## src/lqrd_consts.vh

```
// Constants for the LC quadrature rotation decoder
`ifndef LQRD_CONSTS_VH
`define LQRD_CONSTS_VH

// ==========================================
// Clock and timing
`define LQRD_CLK_HZ       20000000
`define LQRD_CLK_NS       50
`define LQRD_CHARGE_NS    250
`define LQRD_CHARGE_CYC   ((`LQRD_CHARGE_NS + `LQRD_CLK_NS - 1) / `LQRD_CLK_NS)
`define LQRD_WINDOW_NS    39000
`define LQRD_WINDOW_CYC   (`LQRD_WINDOW_NS / `LQRD_CLK_NS)
`define LQRD_IDLE_HZ      12
`define LQRD_FAST_HZ      200
`define LQRD_IDLE_PERIOD  (`LQRD_CLK_HZ / `LQRD_IDLE_HZ)
`define LQRD_FAST_PERIOD  (`LQRD_CLK_HZ / `LQRD_FAST_HZ)
`define LQRD_QUIET_SAMPLES 64

// ==========================================
// Sensing and interval counter
`define LQRD_OSC_TARGET   22
`define LQRD_TDC_STEP     2

// ==========================================
// Quadrature states and reset values
`define LQRD_Q_S0         2'h0
`define LQRD_Q_S1         2'h1
`define LQRD_Q_S2         2'h3
`define LQRD_Q_S3         2'h2
`define LQRD_STATE_RST    2'h0

`endif

```

## src/lqrd_rotation_decoder.v

```verilog
// LC quadrature rotation decoder: sensor sequencing, decode and step counting
`timescale 1ns/1ps
`include "lqrd_consts.vh"

module lqrd_rotation_decoder #(
  parameter CNT_W         = 32,
  parameter TDC_W         = 16,
  parameter OSC_TARGET    = `LQRD_OSC_TARGET,
  parameter WINDOW_CYC    = `LQRD_WINDOW_CYC,
  parameter IDLE_PERIOD   = `LQRD_IDLE_PERIOD,
  parameter FAST_PERIOD   = `LQRD_FAST_PERIOD,
  parameter QUIET_SAMPLES = `LQRD_QUIET_SAMPLES
) (
  input  wire             core_clk_i,
  input  wire             rst_n_i,
  input  wire [1:0]       threshold_comparator_i,
  input  wire [7:0]       charge_cycles_i,
  input  wire             start_sel_i,
  input  wire             stop_sel_i,
  input  wire             single_shot_i,
  input  wire             arm_i,
  input  wire             clear_undersample_i,
  output reg  [1:0]       charge_n_o,
  output reg  [1:0]       sensor_pair_state_o,
  output reg  [CNT_W-1:0] forward_step_count_o,
  output reg  [CNT_W-1:0] backward_step_count_o,
  output reg  [CNT_W-1:0] net_rotation_count_o,
  output reg              undersample_o,
  output reg              fast_rate_o,
  output reg              sample_done_o,
  output reg  [TDC_W-1:0] interval_time_counter_o,
  output reg              interval_sensor_o,
  output reg              interval_valid_o
);

  // ==========================================
  // Sequencer states
  localparam [1:0] ST_WAIT   = 2'h0;
  localparam [1:0] ST_CHARGE = 2'h1;
  localparam [1:0] ST_WINDOW = 2'h2;
  localparam [1:0] ST_DECIDE = 2'h3;

  localparam [31:0] IDLE_RL  = IDLE_PERIOD - 1;
  localparam [31:0] FAST_RL  = FAST_PERIOD - 1;
  // Integer forms first, then cut to the register widths on purpose
  localparam integer WIN_I   = WINDOW_CYC - 1;
  localparam integer TGT_I   = OSC_TARGET;
  localparam integer CHG_I   = `LQRD_CHARGE_CYC;
  localparam integer QUIET_I = QUIET_SAMPLES - 1;
  localparam integer STEP_I  = `LQRD_TDC_STEP;
  localparam [15:0] WIN_RL   = WIN_I[15:0];
  localparam [7:0]  TARGET   = TGT_I[7:0];
  localparam [7:0]  DEF_CHG  = CHG_I[7:0];
  localparam [15:0] QUIET_RL = QUIET_I[15:0];
  localparam [TDC_W-1:0] TDC_STEP = STEP_I[TDC_W-1:0];

  // ==========================================
  // Comparator input synchronisers
  reg [1:0] sync1;
  reg [1:0] sync2;
  reg [1:0] sync3;
  reg [1:0] cmp_lvl;

  always @(posedge core_clk_i or negedge rst_n_i) begin
    if (!rst_n_i) begin
      sync1   <= 2'h0;
      sync2   <= 2'h0;
      sync3   <= 2'h0;
      cmp_lvl <= 2'h0;
    end else begin
      sync1 <= threshold_comparator_i;
      sync2 <= sync1;
      sync3 <= sync2;
      // Level accepted only once the later two stages agree
      cmp_lvl <= (sync2 & sync3) | (cmp_lvl & (sync2 | sync3));
    end
  end

  reg  sensor;
  wire agreed_hi;
  wire crossing;

  assign agreed_hi = sensor ? (sync2[1] & sync3[1]) : (sync2[0] & sync3[0]);
  assign crossing  = agreed_hi & ~(sensor ? cmp_lvl[1] : cmp_lvl[0]);

  // ==========================================
  // Sequencer and sensing
  reg [1:0]  state;
  reg [31:0] per_cnt;
  reg [7:0]  chg_cnt;
  reg [15:0] win_cnt;
  reg [7:0]  osc_cnt;
  reg [1:0]  bits;
  reg        tdc_run;
  reg        tdc_started;
  reg [TDC_W-1:0] tdc_cnt;
  reg        armed;
  reg        have_prev;
  reg [1:0]  prev;
  reg [15:0] quiet_cnt;

  wire [7:0] chg_len;
  wire [7:0] next_osc;
  wire       period_tick;

  // Zero would wrap to a 256-cycle pulse, so it falls back to the default
  assign chg_len     = (charge_cycles_i == 8'h00) ? DEF_CHG : charge_cycles_i;
  assign next_osc    = (osc_cnt == 8'hff) ? osc_cnt : osc_cnt + 8'h01;
  assign period_tick = (per_cnt == 32'h0000_0000);

  // ==========================================
  // Quadrature decode of the fresh sample
  function [1:0] fwd_of;
    input [1:0] s;
    begin
      case (s)
        `LQRD_Q_S0: fwd_of = `LQRD_Q_S1;
        `LQRD_Q_S1: fwd_of = `LQRD_Q_S2;
        `LQRD_Q_S2: fwd_of = `LQRD_Q_S3;
        default:    fwd_of = `LQRD_Q_S0;
      endcase
    end
  endfunction

  wire is_fwd;
  wire is_back;
  wire is_jump;
  wire changed;

  assign changed = have_prev & (bits != prev);
  assign is_fwd  = changed & (bits == fwd_of(prev));
  assign is_back = changed & (prev == fwd_of(bits));
  assign is_jump = changed & (bits == ~prev);

  wire jump_set;
  assign jump_set = (state == ST_DECIDE) & is_jump;

  // ==========================================
  // Sample period and sensor sequencing
  always @(posedge core_clk_i or negedge rst_n_i) begin
    if (!rst_n_i) begin
      state       <= ST_WAIT;
      per_cnt     <= 32'h0000_0000;
      chg_cnt     <= 8'h00;
      win_cnt     <= 16'h0000;
      osc_cnt     <= 8'h00;
      sensor      <= 1'b0;
      bits        <= `LQRD_STATE_RST;
      charge_n_o  <= 2'h3;
    end else begin
      if (period_tick) begin
        // A jump in the same cycle must not reload the slow period
        per_cnt <= (fast_rate_o | jump_set) ? FAST_RL : IDLE_RL;
      end else if (jump_set && !fast_rate_o) begin
        // Cut a long idle wait short on undersampling
        per_cnt <= FAST_RL;
      end else begin
        per_cnt <= per_cnt - 32'h0000_0001;
      end
      case (state)
        ST_WAIT: begin
          if (period_tick) begin
            sensor     <= 1'b0;
            chg_cnt    <= chg_len - 8'h01;
            charge_n_o <= 2'h2;
            state      <= ST_CHARGE;
          end
        end
        ST_CHARGE: begin
          if (chg_cnt == 8'h00) begin
            charge_n_o <= 2'h3;
            win_cnt    <= WIN_RL;
            osc_cnt    <= 8'h00;
            state      <= ST_WINDOW;
          end else begin
            chg_cnt <= chg_cnt - 8'h01;
          end
        end
        ST_WINDOW: begin
          if (crossing) begin
            osc_cnt <= next_osc;
          end
          if (win_cnt == 16'h0000) begin
            // Short of the target means the disc metal damped it
            if (sensor) begin
              bits[0] <= (osc_cnt < TARGET);
              state   <= ST_DECIDE;
            end else begin
              bits[1]    <= (osc_cnt < TARGET);
              sensor     <= 1'b1;
              chg_cnt    <= chg_len - 8'h01;
              charge_n_o <= 2'h1;
              state      <= ST_CHARGE;
            end
          end else begin
            win_cnt <= win_cnt - 16'h0001;
          end
        end
        ST_DECIDE: begin
          state <= ST_WAIT;
        end
        default: begin
          state <= ST_WAIT;
        end
      endcase
    end
  end

  // ==========================================
  // Interval time counter
  wire start_ev;
  wire stop_ev;
  wire win_end;
  wire capture_ok;

  assign start_ev = start_sel_i ? (state == ST_WINDOW) & crossing & ~tdc_started
                                : (state == ST_CHARGE) & (chg_cnt == 8'h00);
  assign stop_ev  = ~stop_sel_i & (state == ST_WINDOW) & crossing & (next_osc == TARGET);
  assign win_end  = (state == ST_WINDOW) & (win_cnt == 16'h0000);
  assign capture_ok = ~single_shot_i | armed;

  always @(posedge core_clk_i or negedge rst_n_i) begin
    if (!rst_n_i) begin
      tdc_run                 <= 1'b0;
      tdc_started             <= 1'b0;
      tdc_cnt                 <= {TDC_W{1'b0}};
      armed                   <= 1'b0;
      interval_time_counter_o <= {TDC_W{1'b0}};
      interval_sensor_o       <= 1'b0;
      interval_valid_o        <= 1'b0;
    end else begin
      interval_valid_o <= 1'b0;
      if (start_ev) begin
        tdc_run     <= 1'b1;
        tdc_started <= 1'b1;
        tdc_cnt     <= {TDC_W{1'b0}};
      end else if (stop_ev) begin
        tdc_run <= 1'b0;
      end else if (tdc_run) begin
        // Two counts per rising clock edge, standing in for both edges
        tdc_cnt <= tdc_cnt + TDC_STEP;
      end
      if (win_end) begin
        tdc_run     <= 1'b0;
        tdc_started <= 1'b0;
        if (capture_ok) begin
          interval_time_counter_o <= tdc_cnt;
          interval_sensor_o       <= sensor;
          interval_valid_o        <= 1'b1;
        end
      end
      // A fresh arm wins over its own consumption
      if (arm_i) begin
        armed <= 1'b1;
      end else if (win_end && single_shot_i) begin
        armed <= 1'b0;
      end
    end
  end

  // ==========================================
  // Step accumulation and rate control
  always @(posedge core_clk_i or negedge rst_n_i) begin
    if (!rst_n_i) begin
      have_prev             <= 1'b0;
      prev                  <= `LQRD_STATE_RST;
      sensor_pair_state_o   <= `LQRD_STATE_RST;
      forward_step_count_o  <= {CNT_W{1'b0}};
      backward_step_count_o <= {CNT_W{1'b0}};
      net_rotation_count_o  <= {CNT_W{1'b0}};
      undersample_o         <= 1'b0;
      fast_rate_o           <= 1'b0;
      quiet_cnt             <= 16'h0000;
      sample_done_o         <= 1'b0;
    end else begin
      sample_done_o        <= 1'b0;
      net_rotation_count_o <= forward_step_count_o - backward_step_count_o;
      if (state == ST_DECIDE) begin
        sample_done_o       <= 1'b1;
        sensor_pair_state_o <= bits;
        prev                <= bits;
        have_prev           <= 1'b1;
        if (is_fwd) begin
          forward_step_count_o <= forward_step_count_o + 1'b1;
        end
        if (is_back) begin
          backward_step_count_o <= backward_step_count_o + 1'b1;
        end
        if (changed) begin
          fast_rate_o <= 1'b1;
          quiet_cnt   <= 16'h0000;
        end else if (quiet_cnt >= QUIET_RL) begin
          // Stay fast while an undersampling flag is still pending
          if (!undersample_o) begin
            fast_rate_o <= 1'b0;
          end
        end else begin
          quiet_cnt <= quiet_cnt + 16'h0001;
        end
      end
      // Set wins over a clear in the same cycle
      if (jump_set) begin
        undersample_o <= 1'b1;
      end else if (clear_undersample_i) begin
        undersample_o <= 1'b0;
      end
    end
  end

endmodule

```

## config.mk

```make
export PLATFORM = sky130hd
export DESIGN_NAME = lqrd_rotation_decoder
export DESIGN_NICKNAME = d
export VERILOG_FILES = /design/src/lqrd_rotation_decoder.v
export VERILOG_INCLUDE_DIRS = /design/src
export SDC_FILE = /design/constraint.sdc
export NUM_CORES = 1
export LEC_CHECK = 0
export BUFFER_PORTS_ARGS = -buffer_cell sky130_fd_sc_hd__buf_2
export CELL_PAD_IN_SITES_DETAIL_PLACEMENT = 1
export CELL_PAD_IN_SITES_GLOBAL_PLACEMENT = 1
export CORE_ASPECT_RATIO = 1.4
export CORE_UTILIZATION = 42
export DETAILED_ROUTE_END_ITERATION = 16
export PLACE_DENSITY = 0.88
export SETUP_SLACK_MARGIN = 0.15
export SKIP_CTS_REPAIR_TIMING = 1
export SLEW_MARGIN = 20
export SYNTH_ARGS = -nofsm -noshare
export SYNTH_HDL_FRONTEND = slang
export SYNTH_SLANG_ARGS = --single-unit
export TNS_END_PERCENT = 10
```

## constraint.sdc

```tcl
create_clock -name core_clk_i -period 2.5 [get_ports core_clk_i]
set_clock_uncertainty 0.05 [all_clocks]
set_input_delay 0.375 -clock core_clk_i [delete_from_list [all_inputs] [get_ports core_clk_i]]
set_output_delay 0.375 -clock core_clk_i [all_outputs]
set_load 0.02 [all_outputs]
```

# == After elaboration in Yosys (flattened, before gate mapping) ==
# Index checks and enable logic that the tools add are counted.
# word_totals
mem_bits_ro,0
ff_bits,234
latchBits,0
memories,0
elab_cells,178
ramBits,0
# op_classes
mul,0
bitwise,27
eq_ne,23
n_addsub,10
div_mod_pow,0
mux,54
n_lt_le_gt_ge,2
n_shift,0
reduce_logical,33
# ops
op,n
16-bit 2-to-1 mux,7
"32-bit by 1-bit adder with 32-bit output, second input constant",2
32-bit 2-to-1 mux,2
8-bit 2-to-1 mux,8
32-bit zero test,1
16-bit case mux with 2 select lines,1
"32-bit by 1-bit subtractor with 32-bit output, second input constant",1
32-bit subtractor,1
8-bit case mux with 3 select lines,1
21-bit 2-to-1 mux,1
3-bit AND reduction,7
1-bit 2-to-1 mux,20
"2-bit inequality test, second input constant",9
2-bit case mux with 3 select lines,3
"16-bit by 1-bit adder with 16-bit output, second input constant",1
"16-bit by 2-bit adder with 16-bit output, second input constant",1
"16-bit by 6-bit greater-or-equal comparator with 1-bit output, second input constant",1
16-bit zero test,1
8-bit zero test,2
2-bit 2-to-1 mux,8
8-bit case mux with 2 select lines,1
"16-bit by 1-bit subtractor with 16-bit output, second input constant",1
"8-bit by 1-bit subtractor with 8-bit output, second input constant",2
1-bit AND,15
other kinds (23),52

# == Depth between registers and ports, before layout ==
# Gate-level depths: netlist (run 1).
# depth
ltp_word,8
depth_mapped,11
ltp_nobuf,10

# == Worst setup path after synthesis (run 1) ==
# OpenSTA, ideal clock, no wires.
# synth_timing
path_kind,reg-to-reg
start,reg state[1]
end,reg chg_cnt[6]
synth_period_minus_slack_ps,2717
path_stages_with_launch,11
slack_ps,-217
arrival_ps,2541
t_required_ps,2324
setup_time_ps,126
path_cell_list,dfrtp_1 > inv_1 > ha_1 > clkbuf_1 > or3_1 > o31a_1 > ha_1 > o2111a_1 > a21boi_0 > xor2_1 > a221o_1
# synth_via
elab_chain_len,3
# synth_rtl
element,line_no,text
"start, declared",lqrd_rotation_decoder.v:88,reg [1:0] state;
"start signal, assigned",lqrd_rotation_decoder.v:142,state <= ST_WAIT;
"start signal, assigned",lqrd_rotation_decoder.v:166,state <= ST_CHARGE;
"start signal, assigned",lqrd_rotation_decoder.v:174,state <= ST_WINDOW;
"2-bit by 1-bit == test with 1-bit output, or another cell as far along",lqrd_rotation_decoder.v:160,case (state)
2-bit inequality test (no line) / 3-bit nonzero test (equally long branches),n/a,
5-bit AND reduction (no line),n/a,
"end signal, assigned",lqrd_rotation_decoder.v:164,chg_cnt <= chg_len - 8'h01;
"end signal, assigned",lqrd_rotation_decoder.v:176,chg_cnt <= chg_cnt - 8'h01;
"end signal, assigned",lqrd_rotation_decoder.v:191,chg_cnt <= chg_len - 8'h01;
"end, declared",lqrd_rotation_decoder.v:90,reg [7:0] chg_cnt;
# Parallel ways exist; a longest one is shown, timed or not.
# A chain may end at the register's enable or synchronous reset.

# == Final worst setup path (run 1) ==
# layout_timing
start,reg backward_step_count_o[18]
end,reg net_rotation_count_o[27]
# layout_via
elab_chain_len,1
# layout_rtl
element,line_no,text
"start, declared",lqrd_rotation_decoder.v:26,"output reg [CNT_W-1:0] backward_step_count_o,"
"start signal, assigned",lqrd_rotation_decoder.v:269,backward_step_count_o <= {CNT_W{1'b0}};
"start signal, assigned",lqrd_rotation_decoder.v:287,backward_step_count_o <= backward_step_count_o + 1'b1;
32-bit subtractor,lqrd_rotation_decoder.v:277,net_rotation_count_o <= forward_step_count_o - backward_step_count_o;
"end signal, assigned",lqrd_rotation_decoder.v:270,net_rotation_count_o <= {CNT_W{1'b0}};
"end signal, assigned",lqrd_rotation_decoder.v:277,
"end, declared",lqrd_rotation_decoder.v:27,"output reg [CNT_W-1:0] net_rotation_count_o,"
# Every way passes these cells.

==> results of run 1 <==
[final timing paths]
check	slack, ns	to
max	-0.63	net_rotation_count_o[27]
min	-0.02	armed
max reg2reg	-0.63	net_rotation_count_o[27]
min reg2reg	0.33	sync2[1]
max in group asynchronous	1.11	win_cnt[5]
min in group asynchronous	0.33	backward_step_count_o[20]
[layout make-up]
cell class / count / area, sq um / share of cell area [%]
clock inverters: 8 / 40.04 / 0.2444
well taps: 375 / 469.2 / 2.864
clock buffers: 35 / 733.2 / 4.476
multi-input cells: 880 / 6749 / 41.20
repair buffers: 346 / 2347 / 14.33
inverters: 60 / 227.7 / 1.390
flip-flops and latches: 232 / 5811 / 35.47
diodes: 2 / 5.005 / 0.03055
[critical path, cell delays in order, from the launching register on]
cell,delay (ns)
sky130_fd_sc_hd__dfrtp_1,0.40
sky130_fd_sc_hd__inv_1,0.09
sky130_fd_sc_hd__ha_1,0.36
sky130_fd_sc_hd__nand4_1,0.17
sky130_fd_sc_hd__buf_4,0.21
sky130_fd_sc_hd__o21ai_0,0.70
sky130_fd_sc_hd__a211o_1,0.17
sky130_fd_sc_hd__o21ai_0,0.18
sky130_fd_sc_hd__a22oi_2,0.29
sky130_fd_sc_hd__buf_4,0.17
sky130_fd_sc_hd__xor2_2,0.22
[kinds of logic (layout without fill, tap and decap cells)]
| group | count (synthesis) | after routing |
|---|---|---|
| DFF | 232 | 232 |
| AOI/OAI and AO/OA | 208 | 209 |
| and+or+nand+nor | 445 | 445 |
| other | 1 | 3 |
| buffers and inverters | 87 | 449 |
| adders and majority gates | 49 | 49 |
| xor gates and xnor gates | 148 | 148 |
| muxes | 28 | 28 |
[per-layer routing]
layer	GRT usage, %	routed length, um	vias up
met5	0	37	-
met4	18.61	4542	6
met3	4.989	3612	363
met2	54.22	27170	792
met1	33.23	19810	6172
li1	-	-	4895
[placed cells by master (no fill, tap or decap), drive strengths merged, types with 6 or more instances in the layout]
master and instances:
a21o 18, a21oi 63, a31oi 9, and2 8, and3 30, and4 7
buf 342, clkbuf 35, clkinv 8, dfrtp 230, ha 46, inv 60
mux2 23, nand2 100, nand2b 7, nand3 42, nand3b 7, nand4 21
nor2 103, nor2b 12, nor3 43, nor4 16, o211ai 7, o21ai 48
o31a 6, o31ai 6, or3 25, or4 7, xnor2 105, xor2 43
[Yosys cell counts (all sizes together) (5+ instances only)]
library cell,count,area [sq um]
or4,7,63.81
mux2,23,292.8
or3,25,156.4
nor2,103,386.6
a21boi,5,48.80
o31a,6,52.55
nand3,42,210.2
xor2,43,376.6
buf,5,40.04
and4,7,61.31
o21ai,48,244.0
o22ai,5,31.28
xnor2,105,919.6
o21a,5,37.54
inv,60,225.2
clkbuf,22,82.58
ha,46,575.6
o211ai,7,52.55
nor4,16,121.4
nor2b,12,75.07
nor3b,5,37.54
nor3,43,241.5
a21o,18,135.1
nand3b,7,52.55
a221o,5,50.05
nand2b,7,43.79
nand2,100,375.4
nand4,21,137.6
or2,5,31.28
mux2i,5,50.05
dfrtp,230,5756
and3,30,187.7
o31ai,5,37.54
a31oi,9,56.30
a21oi,63,315.3
and2,8,50.05
[flip-flops by register name, indices dropped and copies added (netlist names), 8 cells and up]
name                     flops
backward_step_count_o       32
chg_cnt                      8
forward_step_count_o        32
interval_time_counter_o     15
net_rotation_count_o        32
osc_cnt                      8
per_cnt                     32
quiet_cnt                   16
tdc_cnt                     15
win_cnt                     16
[power groups by stage]
stage	sequential, mW	clock (mW)	combinational [mW]
final	5.52	3.75	8.26
after global routing	5.55	3.85	8.56
after CTS	5.32	3.66	6.15
after detailed placement	5.35	0	5.93
after global placement	5.28	0	5.56
after floorplan	5.69	0	2.97
[through the flow]
step | hold slack [ns] | util, %
4_1_cts | -0.2364 | 54.22
2_1_floorplan | 0.02941 | -
5_1_grt | 0.005350 | 57.85
6_report | -0.01879 | 57.86
3_5_place_dp | 0.3029 | 51.48
3_3_place_gp | 0.2927 | 51.48
==> out/metrics.sh, run 1 <==
SYNTH_TOP_FAMILY_BY_AREA='simple AND/OR/NAND/NOR gates'
AREA.GROWTH.SYNTH_TO_FINAL_PCT=35.58
GRT_USAGE_PCT=30.17
SYNTHXORXNORAREAFRAC_PCT=10.73
SYNTH-EDFF-COUNT=0
HOLD_VIOLATION_COUNT_IN_THE_FINAL_REPORT=1
CRITICAL_PATH_CLASS='flip-flop to flip-flop'
POWER.SHARE.SWITCHING_PCT=42.26
FINALNETCOUNT=1608
DRV.MAX_CAP_VIOLATION_COUNT=0
INSERTION_DELAY_NS=0.56
CP-START-KIND='flip-flop'
WIRE_LENGTH_OF_THE_FIRST_GLOBAL_ROUTING_PASS_MM=70.16
FINAL_CRITICAL_PATH_SHARE_OF_THE_CLOCK_PERIOD_PCT=125.3
SETUP_TNS_NS=-14.54
DETAIL_ROUTE.DRC_VIOLATIONS=0
HOLD_PATH_STARTPOINT='arm_i'
ROWS=73
FINALPOWER_mW=17.53
TIMING.CRITICAL_PATH.FANOUT_MAX=3
SLEW_VIOL_FINAL=0
YS_SEQ_AREA_SHARE_PCT=48.07
RSZ0062_AT_GRT='true'
WEIGHTED_CONGESTION_REPORTED_AT_THE_END_OF_ROUTABILITY_DRIVEN_PLACEMENT=0.8614
ARRIVAL_NS=3.52
POSTSYNTH.ASYNCRESETSHARE_PCT=100.0
IO_PINS=138
POSTSYNTHAREAPERCELL_SQ_UM=10.09
INITIAL_CORE_UTIL_PCT=42.67
NUMBER_OF_BUFFERS_ADDED_BY_THE_CLOCK_TREE_SYNTHESIS_STEP=24
TIMING.FMAX_GHz=0.3191
POWER.DENSITY_CELL_AREA_nW_PER_UM2=1070
GR-TOTAL-OVERFLOW=0
FP.COREAREA_SQ_UM=28310
TIMING.HOLD.WORST_PATH_DEPTH=2
COMBPWRFRAC_PCT=47.1
FIN_HOLD_WS_NS=-0.01879
PERIOD_NEEDED_NS=3.134
DR.FIRST_ITER.DRC_COUNT=1186
DIE_WIDTH_UM=145.4
CLOCK_SINK_COUNT=232
VIAS_PER_CELL=6.310
P_SEQ_SHARE_PCT=31.5
DRT-PASS1-ITER-COUNT=5
YOSYSWARNINGCOUNT=0
SETUP_VIOL=81
DR_TOTAL_VIAS=12230
MAX-SLEW-MARGIN-REL_PCT=36.39
GRT_START_MAX_NET_PINS=69
COMPOUND_GATE_FRACTION_OF_SYNTH_AREA_PCT=11.19
MUXSHAREOFSYNTHAREA_PCT=2.837
STATUS='finished with violations'
CLOCK_TREE.HTREE_LEVEL_COUNT=1
SYN_AREA_SQ_UM=12080
INITIAL_ANTENNA_VIOLATION_COUNT=7
FINAL_CELL_COUNT_NO_FILL=1938
WL_MM=55.17
NUMPORTBUFFERS=136
WORST_SLEW_PIN_SLEW_NS=0.9301
FINALWORSTSETUPSLACK_NS=-0.6337
POWER.SHARE.CLOCK_PCT=21.4
HOLD_PATH_CLASS='primary input to flip-flop'
POST_SYNTH_FA_HA_MAJ_AREA_FRACTION_PCT=5.095
POWER.INTERNAL_mW=10.12
POST_SYNTHESIS_CELLS=1198
POSTPLACECELLAREA_SQ_UM=14580
FINAL.FILL_COUNT=3088
LEAK_PWR_nW=7.899
R2R_CELLS=10
CLOCK_TREE.ROOT_CELL='sky130_fd_sc_hd__clkbuf_16'
SYNTH_SIMPLE_GATE_AREA_SHARE_PCT=19.17
CP.REQUIRED_NS=2.89
LAYOUT.CELL_AREA.NON_FILLER_SQ_UM=16380
FP.DIEH_UM=202.7
DIE_AREA_SQ_UM=29460
WORST_IR_DROP_VDD_V=0.0006259
FAILED_CHECKS='negative hold slack, negative setup slack'
DETAIL-ROUTE-ANTENNA-NETS=0
NUMBER_OF_DISTINCT_LIBRARY_CELLS_AFTER_SYNTHESIS=77
DPL_WORST_SLACK_NS=-0.3195
SYNTH.NET_COUNT=1262
WORST_SETUP_PATH_END_KIND='flip-flop'
CP-STARTPOINT='backward_step_count_o[18]'
YOSYS_MOST_USED_DFF='sky130_fd_sc_hd__dfrtp_1'
CRIT-REG2REG-LAUNCH='backward_step_count_o[18]'
DRIVE_ABOVE_1_SHARE_PCT=36.00
CLOCK_PATH_BUFFERS=3
GRT_PASS1_VIAS=12690
SWITCHINGPOWER_mW=7.409
CLOCK_TREE_FROM_TRITONCTS='yes'
PLACED_CELLS=1868
CLK_TRANSITION_REPORTED_PATHS_NS=0.08
ROUTED_WIRE_LENGTH_PER_INSTANCE_UM=28.47
DP.FINAL_HPWL_MM=29.38
YS_SEQ_ELEMENTS=232
(Power assumes the default switching activity.)
==> inputs of run 2 (changes only) <==
CTS_BUF_LIST = sky130_fd_sc_hd__clkbuf_16   (was default)
==> out/metrics.sh, run 2 (synthesis gave the netlist of run 1 again) <==
GRT_USAGE_PCT=28.18  # was 30.17%
MULTIINPUTGATEAREA_SQ_UM=6360  # was 6749 sq um
CLK_TRANSITION_REPORTED_PATHS_NS=0.07  # was 0.08 ns
STATUS='finished with violations'  # unchanged
NUMBER_OF_BUFFERS_ADDED_BY_THE_CLOCK_TREE_SYNTHESIS_STEP=24  # unchanged
TIMING.HOLD.WORST_PATH_DEPTH=2  # unchanged
POST-ROUTE-UTIL_PCT=56.25  # was 57.86%
CLOCK_PATH_BUFFERS=3  # unchanged
INITIAL_ANTENNA_VIOLATION_COUNT=0  # was 7
FP.COREAREA_SQ_UM=28310  # unchanged
FINALPOWER_mW=16.49  # was 17.53 mW
POWER.SHARE.CLOCK_PCT=20.9  # was 21.4%
POWER.INTERNAL_mW=9.760  # was 10.12 mW
CLOCK_TREE.ROOT_CELL='sky130_fd_sc_hd__clkbuf_16'  # unchanged
R2R_CELLS=11  # was 10
CLOCK_SINK_COUNT=232  # unchanged
SEQUENTIAL_CELL_AREA_SQ_UM=5812  # was 5811 sq um
INITIAL_CORE_UTIL_PCT=42.67  # unchanged
WORST_IR_DROP_VDD_V=0.0006545  # was 0.0006259 V
MAX-SLEW-MARGIN-REL_PCT=52.32  # was 36.39%
POSTPLACECELLAREA_SQ_UM=14580  # unchanged
PLACED_CELLS=1868  # unchanged
DIE_AREA_SQ_UM=29460  # unchanged
DRIVE_ABOVE_1_SHARE_PCT=32.01  # was 36.00%
DETAIL_ROUTE.DRC_VIOLATIONS=0  # unchanged
NUM_ANTENNA_CELLS=0  # was 2
FINALWORSTSETUPSLACK_NS=-0.4565  # was -0.6337 ns
CP-START-KIND='flip-flop'  # unchanged
FINAL.FILL_COUNT=3167  # was 3088
DETAIL-ROUTE-ANTENNA-NETS=0  # unchanged
DR.FIRST_ITER.DRC_COUNT=1020  # was 1186
TIMING.FMAX_GHz=0.3382  # was 0.3191 GHz
FINAL_CELL_COUNT_NO_FILL=1940  # was 1938
ROWS=73  # unchanged
WEIGHTED_CONGESTION_REPORTED_AT_THE_END_OF_ROUTABILITY_DRIVEN_PLACEMENT=0.8614  # unchanged
NUMPORTBUFFERS=136  # unchanged
LAYOUT.CELLS.MOST_COMMON_LIST='227 x sky130_fd_sc_hd__dfrtp_1, 201 x sky130_fd_sc_hd__buf_4, 135 x sky130_fd_sc_hd__buf_2, 102 x sky130_fd_sc_hd__xnor2_1, 101 x sky130_fd_sc_hd__nor2_1'  # was 228 x sky130_fd_sc_hd__dfrtp_1, 192 x sky130_fd_sc_hd__buf_4, 135 x sky130_fd_sc_hd__buf_2, 97 x sky130_fd_sc_hd__nor2_1, 95 x sky130_fd_sc_hd__nand2_1
DRV.MAX_CAP_VIOLATION_COUNT=0  # unchanged
GR-TOTAL-OVERFLOW=0  # unchanged
CRITICAL_PATH_CLASS='flip-flop to flip-flop'  # unchanged
CP.REQUIRED_NS=2.82  # was 2.89 ns
P_SEQ_SHARE_PCT=32.8  # was 31.5%
HOLD_PATH_CLASS='primary input to flip-flop'  # unchanged
CLOCK_TREE.HTREE_LEVEL_COUNT=1  # unchanged
CLOCK_TREE_FROM_TRITONCTS='yes'  # unchanged
FIN_HOLD_WS_NS=0.07362  # was -0.01879 ns
POWER.DENSITY_CELL_AREA_nW_PER_UM2=1035  # was 1070 nW/um^2
POWER.SHARE.SWITCHING_PCT=40.82  # was 42.26%
GRT_START_MAX_NET_PINS=69  # unchanged
IO_PINS=138  # unchanged
WORST_SETUP_PATH_END_KIND='flip-flop'  # unchanged
SETUP_TNS_NS=-10.09  # was -14.54 ns
COMBPWRFRAC_PCT=46.4  # was 47.1%
DPL_WORST_SLACK_NS=-0.3195  # unchanged
SLEW_VIOL_FINAL=0  # unchanged
FAILED_CHECKS='negative setup slack'  # was negative hold slack, negative setup slack
DR_TOTAL_VIAS=11820  # was 12230
LAYOUT.CELL_AREA.NON_FILLER_SQ_UM=15930  # was 16380 sq um
GRT_PASS1_VIAS=12380  # was 12690
HOLD_VIOLATION_COUNT_IN_THE_FINAL_REPORT=0  # was 1
WL_MM=48.51  # was 55.17 mm
DIE_WIDTH_UM=145.4  # unchanged
INSERTION_DELAY_NS=0.56  # about the same
DRT-PASS1-ITER-COUNT=5  # unchanged
LEAK_PWR_nW=7.784  # was 7.899 nW
AREA.GROWTH.SYNTH_TO_FINAL_PCT=31.81  # was 35.58%
PERIOD_NEEDED_NS=2.956  # was 3.134 ns
SETUP_VIOL=79  # was 81
VIAS_PER_CELL=6.094  # was 6.310
DP.FINAL_HPWL_MM=29.38  # unchanged
WIRE_LENGTH_OF_THE_FIRST_GLOBAL_ROUTING_PASS_MM=66.37  # was 70.16 mm
ROUTED_WIRE_LENGTH_PER_INSTANCE_UM=25.01  # was 28.47 um
ARRIVAL_NS=3.28  # was 3.52 ns
SWITCHINGPOWER_mW=6.732  # was 7.409 mW
TIMING.CRITICAL_PATH.FANOUT_MAX=4  # was 3
FINAL_CRITICAL_PATH_SHARE_OF_THE_CLOCK_PERIOD_PCT=118.3  # was 125.3%
WORST_SLEW_PIN_SLEW_NS=0.6972  # was 0.9301 ns
FP.DIEH_UM=202.7  # unchanged
RSZ0062_AT_GRT='true'  # unchanged
MOSTFREQUENTLAYOUTCELL='sky130_fd_sc_hd__dfrtp_1'  # unchanged
FINALNETCOUNT=1612  # was 1608
-- run 2: changes by cell type in the layout (fill, tap and decap cells not counted), moves of 6 or more --
cell	previous run	this run
sky130_fd_sc_hd__buf_4	192	201
sky130_fd_sc_hd__clkinv_1	0	7
sky130_fd_sc_hd__o21ai_0	28	37
sky130_fd_sc_hd__clkbuf_8	7	0
sky130_fd_sc_hd__o21ai_1	14	5
sky130_fd_sc_hd__buf_6	12	6
sky130_fd_sc_hd__xnor2_1	94	102
sky130_fd_sc_hd__a21oi_2	14	7
sky130_fd_sc_hd__xnor2_2	11	3
-- run 2: path summary, 6_finish.rpt --
| path | from | endpoint | slack, ns |
|---|---|---|---|
| max reg2reg | backward_step_count_o[1] | net_rotation_count_o[19] | -0.46 |
| min in group asynchronous | rst_n_i | forward_step_count_o[27] | 0.33 |
| max in group asynchronous | rst_n_i | win_cnt[5] | 1.15 |
| min reg2reg | sync1[0] | sync2[0] | 0.34 |
| min | charge_cycles_i[7] | chg_cnt[7] | 0.07 |
| max | backward_step_count_o[1] | net_rotation_count_o[19] | -0.46 |
-- run 2: layout make-up --
class                      count  area share, %
sequential                   232          36.49
clock buffer                  25          3.928
multi-input combinational    880          39.93
clock inverter                18         0.4871
tap                          375          2.946
inverter                      60          1.414
timing repair buffer         350          14.80
-- run 2: power by group through the flow --
stage	combinational, mW	clock (mW)	sequential [mW]
floorplan	2.97	0	5.69
global placement	5.56	0	5.28
detailed placement	5.93	0	5.35
CTS	6.08	3.41	5.31
global route	8.01	3.56	5.46
finish	7.65	3.44	5.41
-- run 2: critical path, cell delays in order (launching register included) --
cell	delay, ns
sky130_fd_sc_hd__dfrtp_1	0.40
sky130_fd_sc_hd__inv_2	0.09
sky130_fd_sc_hd__ha_4	0.20
sky130_fd_sc_hd__nor2b_4	0.13
sky130_fd_sc_hd__o31a_1	0.34
sky130_fd_sc_hd__o31a_1	0.38
sky130_fd_sc_hd__buf_6	0.16
sky130_fd_sc_hd__a21oi_2	0.12
sky130_fd_sc_hd__buf_4	0.15
sky130_fd_sc_hd__nor2_1	0.05
sky130_fd_sc_hd__o31ai_1	0.35
sky130_fd_sc_hd__xnor2_1	0.36
-- run 2: metal layers --
metal  share of wire (%)  track usage [%]  routed length (um)  up-vias
li1                    -                -                   -     4900
met1                  36            30.17               17510     6020
met2                  51            52.37               24940      642
met3                 6.1            3.978                2976      260
met4                 6.4            16.99                3086        0
met5                   0                0                   0        -
==> inputs of run 3 (changes only) <==
SKIP_LAST_GASP = 1   (was default)
==> out/metrics.sh, run 3 (synthesis gave the netlist of run 1 again) <==
TIMING.HOLD.WORST_PATH_DEPTH=2  # unchanged
DIE_AREA_SQ_UM=29460  # unchanged
CLOCK_TREE.HTREE_LEVEL_COUNT=1  # unchanged
CRIT_PATH_TOP_DELAY_CELL='sky130_fd_sc_hd__dfrtp_1'  # unchanged
ROUTED_WIRE_LENGTH_PER_INSTANCE_UM=24.97  # was 25.01 um
MOSTFREQUENTLAYOUTCELL='sky130_fd_sc_hd__dfrtp_1'  # unchanged
NUM_ANTENNA_CELLS=0  # unchanged
INITIAL_CORE_UTIL_PCT=42.67  # unchanged
CLOCK_SINK_COUNT=232  # unchanged
CRIT-REG2REG-LAUNCH='state[0]'  # was backward_step_count_o[1]
WIRE_LENGTH_OF_THE_FIRST_GLOBAL_ROUTING_PASS_MM=66.37  # unchanged
GR-TOTAL-OVERFLOW=0  # unchanged
SETUP.REG_TO_REG.WORST_SLACK_NS=-0.32  # was -0.46 ns
NUMPORTBUFFERS=136  # unchanged
DETAIL-ROUTE-ANTENNA-NETS=0  # unchanged
POWER.DENSITY_CELL_AREA_nW_PER_UM2=1032  # was 1035 nW/um^2
DPL_WORST_SLACK_NS=-0.3195  # unchanged
WORST_SLEW_PIN_SLEW_NS=0.9023  # was 0.6972 ns
GRT_START_MAX_NET_PINS=69  # unchanged
FP.DIEH_UM=202.7  # unchanged
WORST_SETUP_PATH_END_KIND='flip-flop'  # unchanged
P_SEQ_SHARE_PCT=33.0  # was 32.8%
TIMING.CRITICAL_PATH.FANOUT_MAX=7  # was 4
CP.REQUIRED_NS=2.89  # was 2.82 ns
TIMING.FMAX_GHz=0.3546  # was 0.3382 GHz
ROWS=73  # unchanged
CRIT-REG2REG-CAPTURE='forward_step_count_o[16]'  # was net_rotation_count_o[19]
DRIVE_ABOVE_1_SHARE_PCT=31.37  # was 32.01%
FINAL_CRITICAL_PATH_SHARE_OF_THE_CLOCK_PERIOD_PCT=112.8  # was 118.3%
VIAS_PER_CELL=6.049  # was 6.094
CLOCK_TREE.ROOT_CELL='sky130_fd_sc_hd__clkbuf_16'  # unchanged
LAYOUT.CELLS.MOST_COMMON_LIST='227 x sky130_fd_sc_hd__dfrtp_1, 203 x sky130_fd_sc_hd__buf_4, 135 x sky130_fd_sc_hd__buf_2, 103 x sky130_fd_sc_hd__xnor2_1, 102 x sky130_fd_sc_hd__nor2_1'  # was 227 x sky130_fd_sc_hd__dfrtp_1, 201 x sky130_fd_sc_hd__buf_4, 135 x sky130_fd_sc_hd__buf_2, 102 x sky130_fd_sc_hd__xnor2_1, 101 x sky130_fd_sc_hd__nor2_1
DR.FIRST_ITER.DRC_COUNT=950  # was 1020
FINALNETCOUNT=1612  # unchanged
FINALWORSTSETUPSLACK_NS=-0.3202  # was -0.4565 ns
INITIAL_ANTENNA_VIOLATION_COUNT=0  # unchanged
HOLD_VIOLATION_COUNT_IN_THE_FINAL_REPORT=0  # unchanged
ARRIVAL_NS=3.21  # was 3.28 ns
DETAIL_ROUTE.DRC_VIOLATIONS=0  # unchanged
GRT_USAGE_PCT=28.18  # unchanged
WORST_IR_DROP_VDD_V=0.0007127  # was 0.0006545 V
NUMBER_OF_BUFFERS_ADDED_BY_THE_CLOCK_TREE_SYNTHESIS_STEP=24  # unchanged
RSZ0062_AT_GRT='true'  # unchanged
HOLD-PATH-ENDPOINT='chg_cnt[7]'  # unchanged
WEIGHTED_CONGESTION_REPORTED_AT_THE_END_OF_ROUTABILITY_DRIVEN_PLACEMENT=0.8614  # unchanged
CRIT_CHAIN='buf_4 > ha_1 > nand2_1 > nor3_1 > buf_4 > nand3_1 > buf_4 > nor3_1 > buf_4 > nand3_1 > xnor2_1'  # was inv_2 > ha_4 > nor2b_4 > o31a_1 > o31a_1 > buf_6 > a21oi_2 > buf_4 > nor2_1 > o31ai_1 > xnor2_1
FINAL.FILL_COUNT=3177  # was 3167
DRV.MAX_CAP_VIOLATION_COUNT=0  # unchanged
COMBPWRFRAC_PCT=45.8  # was 46.4%
CLOCK_TREE_FROM_TRITONCTS='yes'  # unchanged
WL_MM=48.44  # was 48.51 mm
PERIOD_NEEDED_NS=2.820  # was 2.956 ns
HOLD_PATH_CLASS='primary input to flip-flop'  # unchanged
CP-START-KIND='flip-flop'  # unchanged
SETUP_TNS_NS=-11.75  # was -10.09 ns
SLEW_VIOL_FINAL=0  # unchanged
HOLD_PATH_STARTPOINT='charge_cycles_i[7]'  # unchanged
POWER.SHARE.SWITCHING_PCT=40.67  # was 40.82%
SWITCHINGPOWER_mW=6.656  # was 6.732 mW
STATUS='finished with violations'  # unchanged
CRIT_PATH_MAX_INCR_DELAY_NS=0.42  # was 0.40 ns
GRT_PASS1_VIAS=12380  # unchanged
R2R_CELLS=11  # unchanged
MAX-SLEW-MARGIN-REL_PCT=39.31  # was 52.32%
LEAK_PWR_nW=7.772  # was 7.784 nW
DRT-PASS1-ITER-COUNT=5  # unchanged
POWER.INTERNAL_mW=9.710  # was 9.760 mW
INSERTION_DELAY_NS=0.57  # was 0.56 ns
DP.FINAL_HPWL_MM=29.38  # unchanged
AREA.GROWTH.SYNTH_TO_FINAL_PCT=31.30  # was 31.81%
DR_TOTAL_VIAS=11740  # was 11820
CLOCK_PATH_BUFFERS=3  # unchanged
CRITICAL_PATH_CLASS='flip-flop to flip-flop'  # unchanged
POWER.SHARE.CLOCK_PCT=21.2  # was 20.9%
IO_PINS=138  # unchanged
DIE_WIDTH_UM=145.4  # unchanged
FP.COREAREA_SQ_UM=28310  # unchanged
CLK_TRANSITION_REPORTED_PATHS_NS=0.07  # about the same
SETUP_VIOL=104  # was 79
CRIT_PATH_FREQUENT_CELL='sky130_fd_sc_hd__buf_4'  # was sky130_fd_sc_hd__o31a_1
FAILED_CHECKS='negative setup slack'  # unchanged
==> run 3: worst max-delay path by stage <==
stage | start | endpoint
6_report | state[0] | forward_step_count_o[16]
5_1_grt | per_cnt[1] | per_cnt[14]
4_1_cts | backward_step_count_o[2] | net_rotation_count_o[25]
3_5_place_dp | backward_step_count_o[2] | net_rotation_count_o[25]
3_3_place_gp | backward_step_count_o[1] | net_rotation_count_o[29]
2_1_floorplan | win_cnt[4] | interval_time_counter_o[10]
==> run 3: routing by layer <==
metal / share of wire, % / track usage, %
met5: 0 / 0
met4: 7.7 / 16.99
met3: 5.5 / 3.978
met2: 51 / 52.37
met1: 36 / 30.17
==> run 3: power by group through the flow <==
stage	clock (mW)	combinational, mW	sequential (mW)
after detailed placement	0	5.93	5.35
final	3.47	7.50	5.40
after floorplan	0	2.97	5.69
after global placement	0	5.56	5.28
after global routing	3.60	7.89	5.46
after CTS	3.41	6.08	5.31
==> run 3: area by class of cell <==
| cell class | instances | area (sq um) | share of cell area (%) |
|---|---|---|---|
| sequential | 232 | 5812 | 36.63 |
| clock inverter | 18 | 77.57 | 0.4890 |
| tap | 375 | 469.2 | 2.957 |
| timing repair buffer | 350 | 2350 | 14.81 |
| multi-input combinational | 880 | 6306 | 39.75 |
| inverter | 60 | 225.2 | 1.420 |
| clock buffer | 25 | 625.6 | 3.943 |
==> run 3: critical path: cells and delay by family (launching register included) <==
kind | cells | cell delay [ns]
and+or+nand+nor | 5 | 0.98
buffers and inverters | 4 | 0.72
DFF | 1 | 0.42
xor gates and xnor gates | 1 | 0.35
adders and majority gates | 1 | 0.17
==> run 3: metrics by stage <==
stage | hold WS, ns | cell area [sq um] | utilization [%] | total power [mW] | cells
6_report | 0.04007 | 15870 | 56.03 | 16.37 | 1940
4_1_cts | -0.2327 | 15280 | 53.97 | 14.80 | 1911
5_1_grt | 0.06297 | 15870 | 56.03 | 16.95 | 1940
3_5_place_dp | 0.3029 | 14580 | 51.48 | 11.27 | 1868
2_1_floorplan | 0.02941 | 12140 | - | 8.657 | 1198
3_3_place_gp | 0.2927 | 14580 | 51.48 | 10.84 | 1868
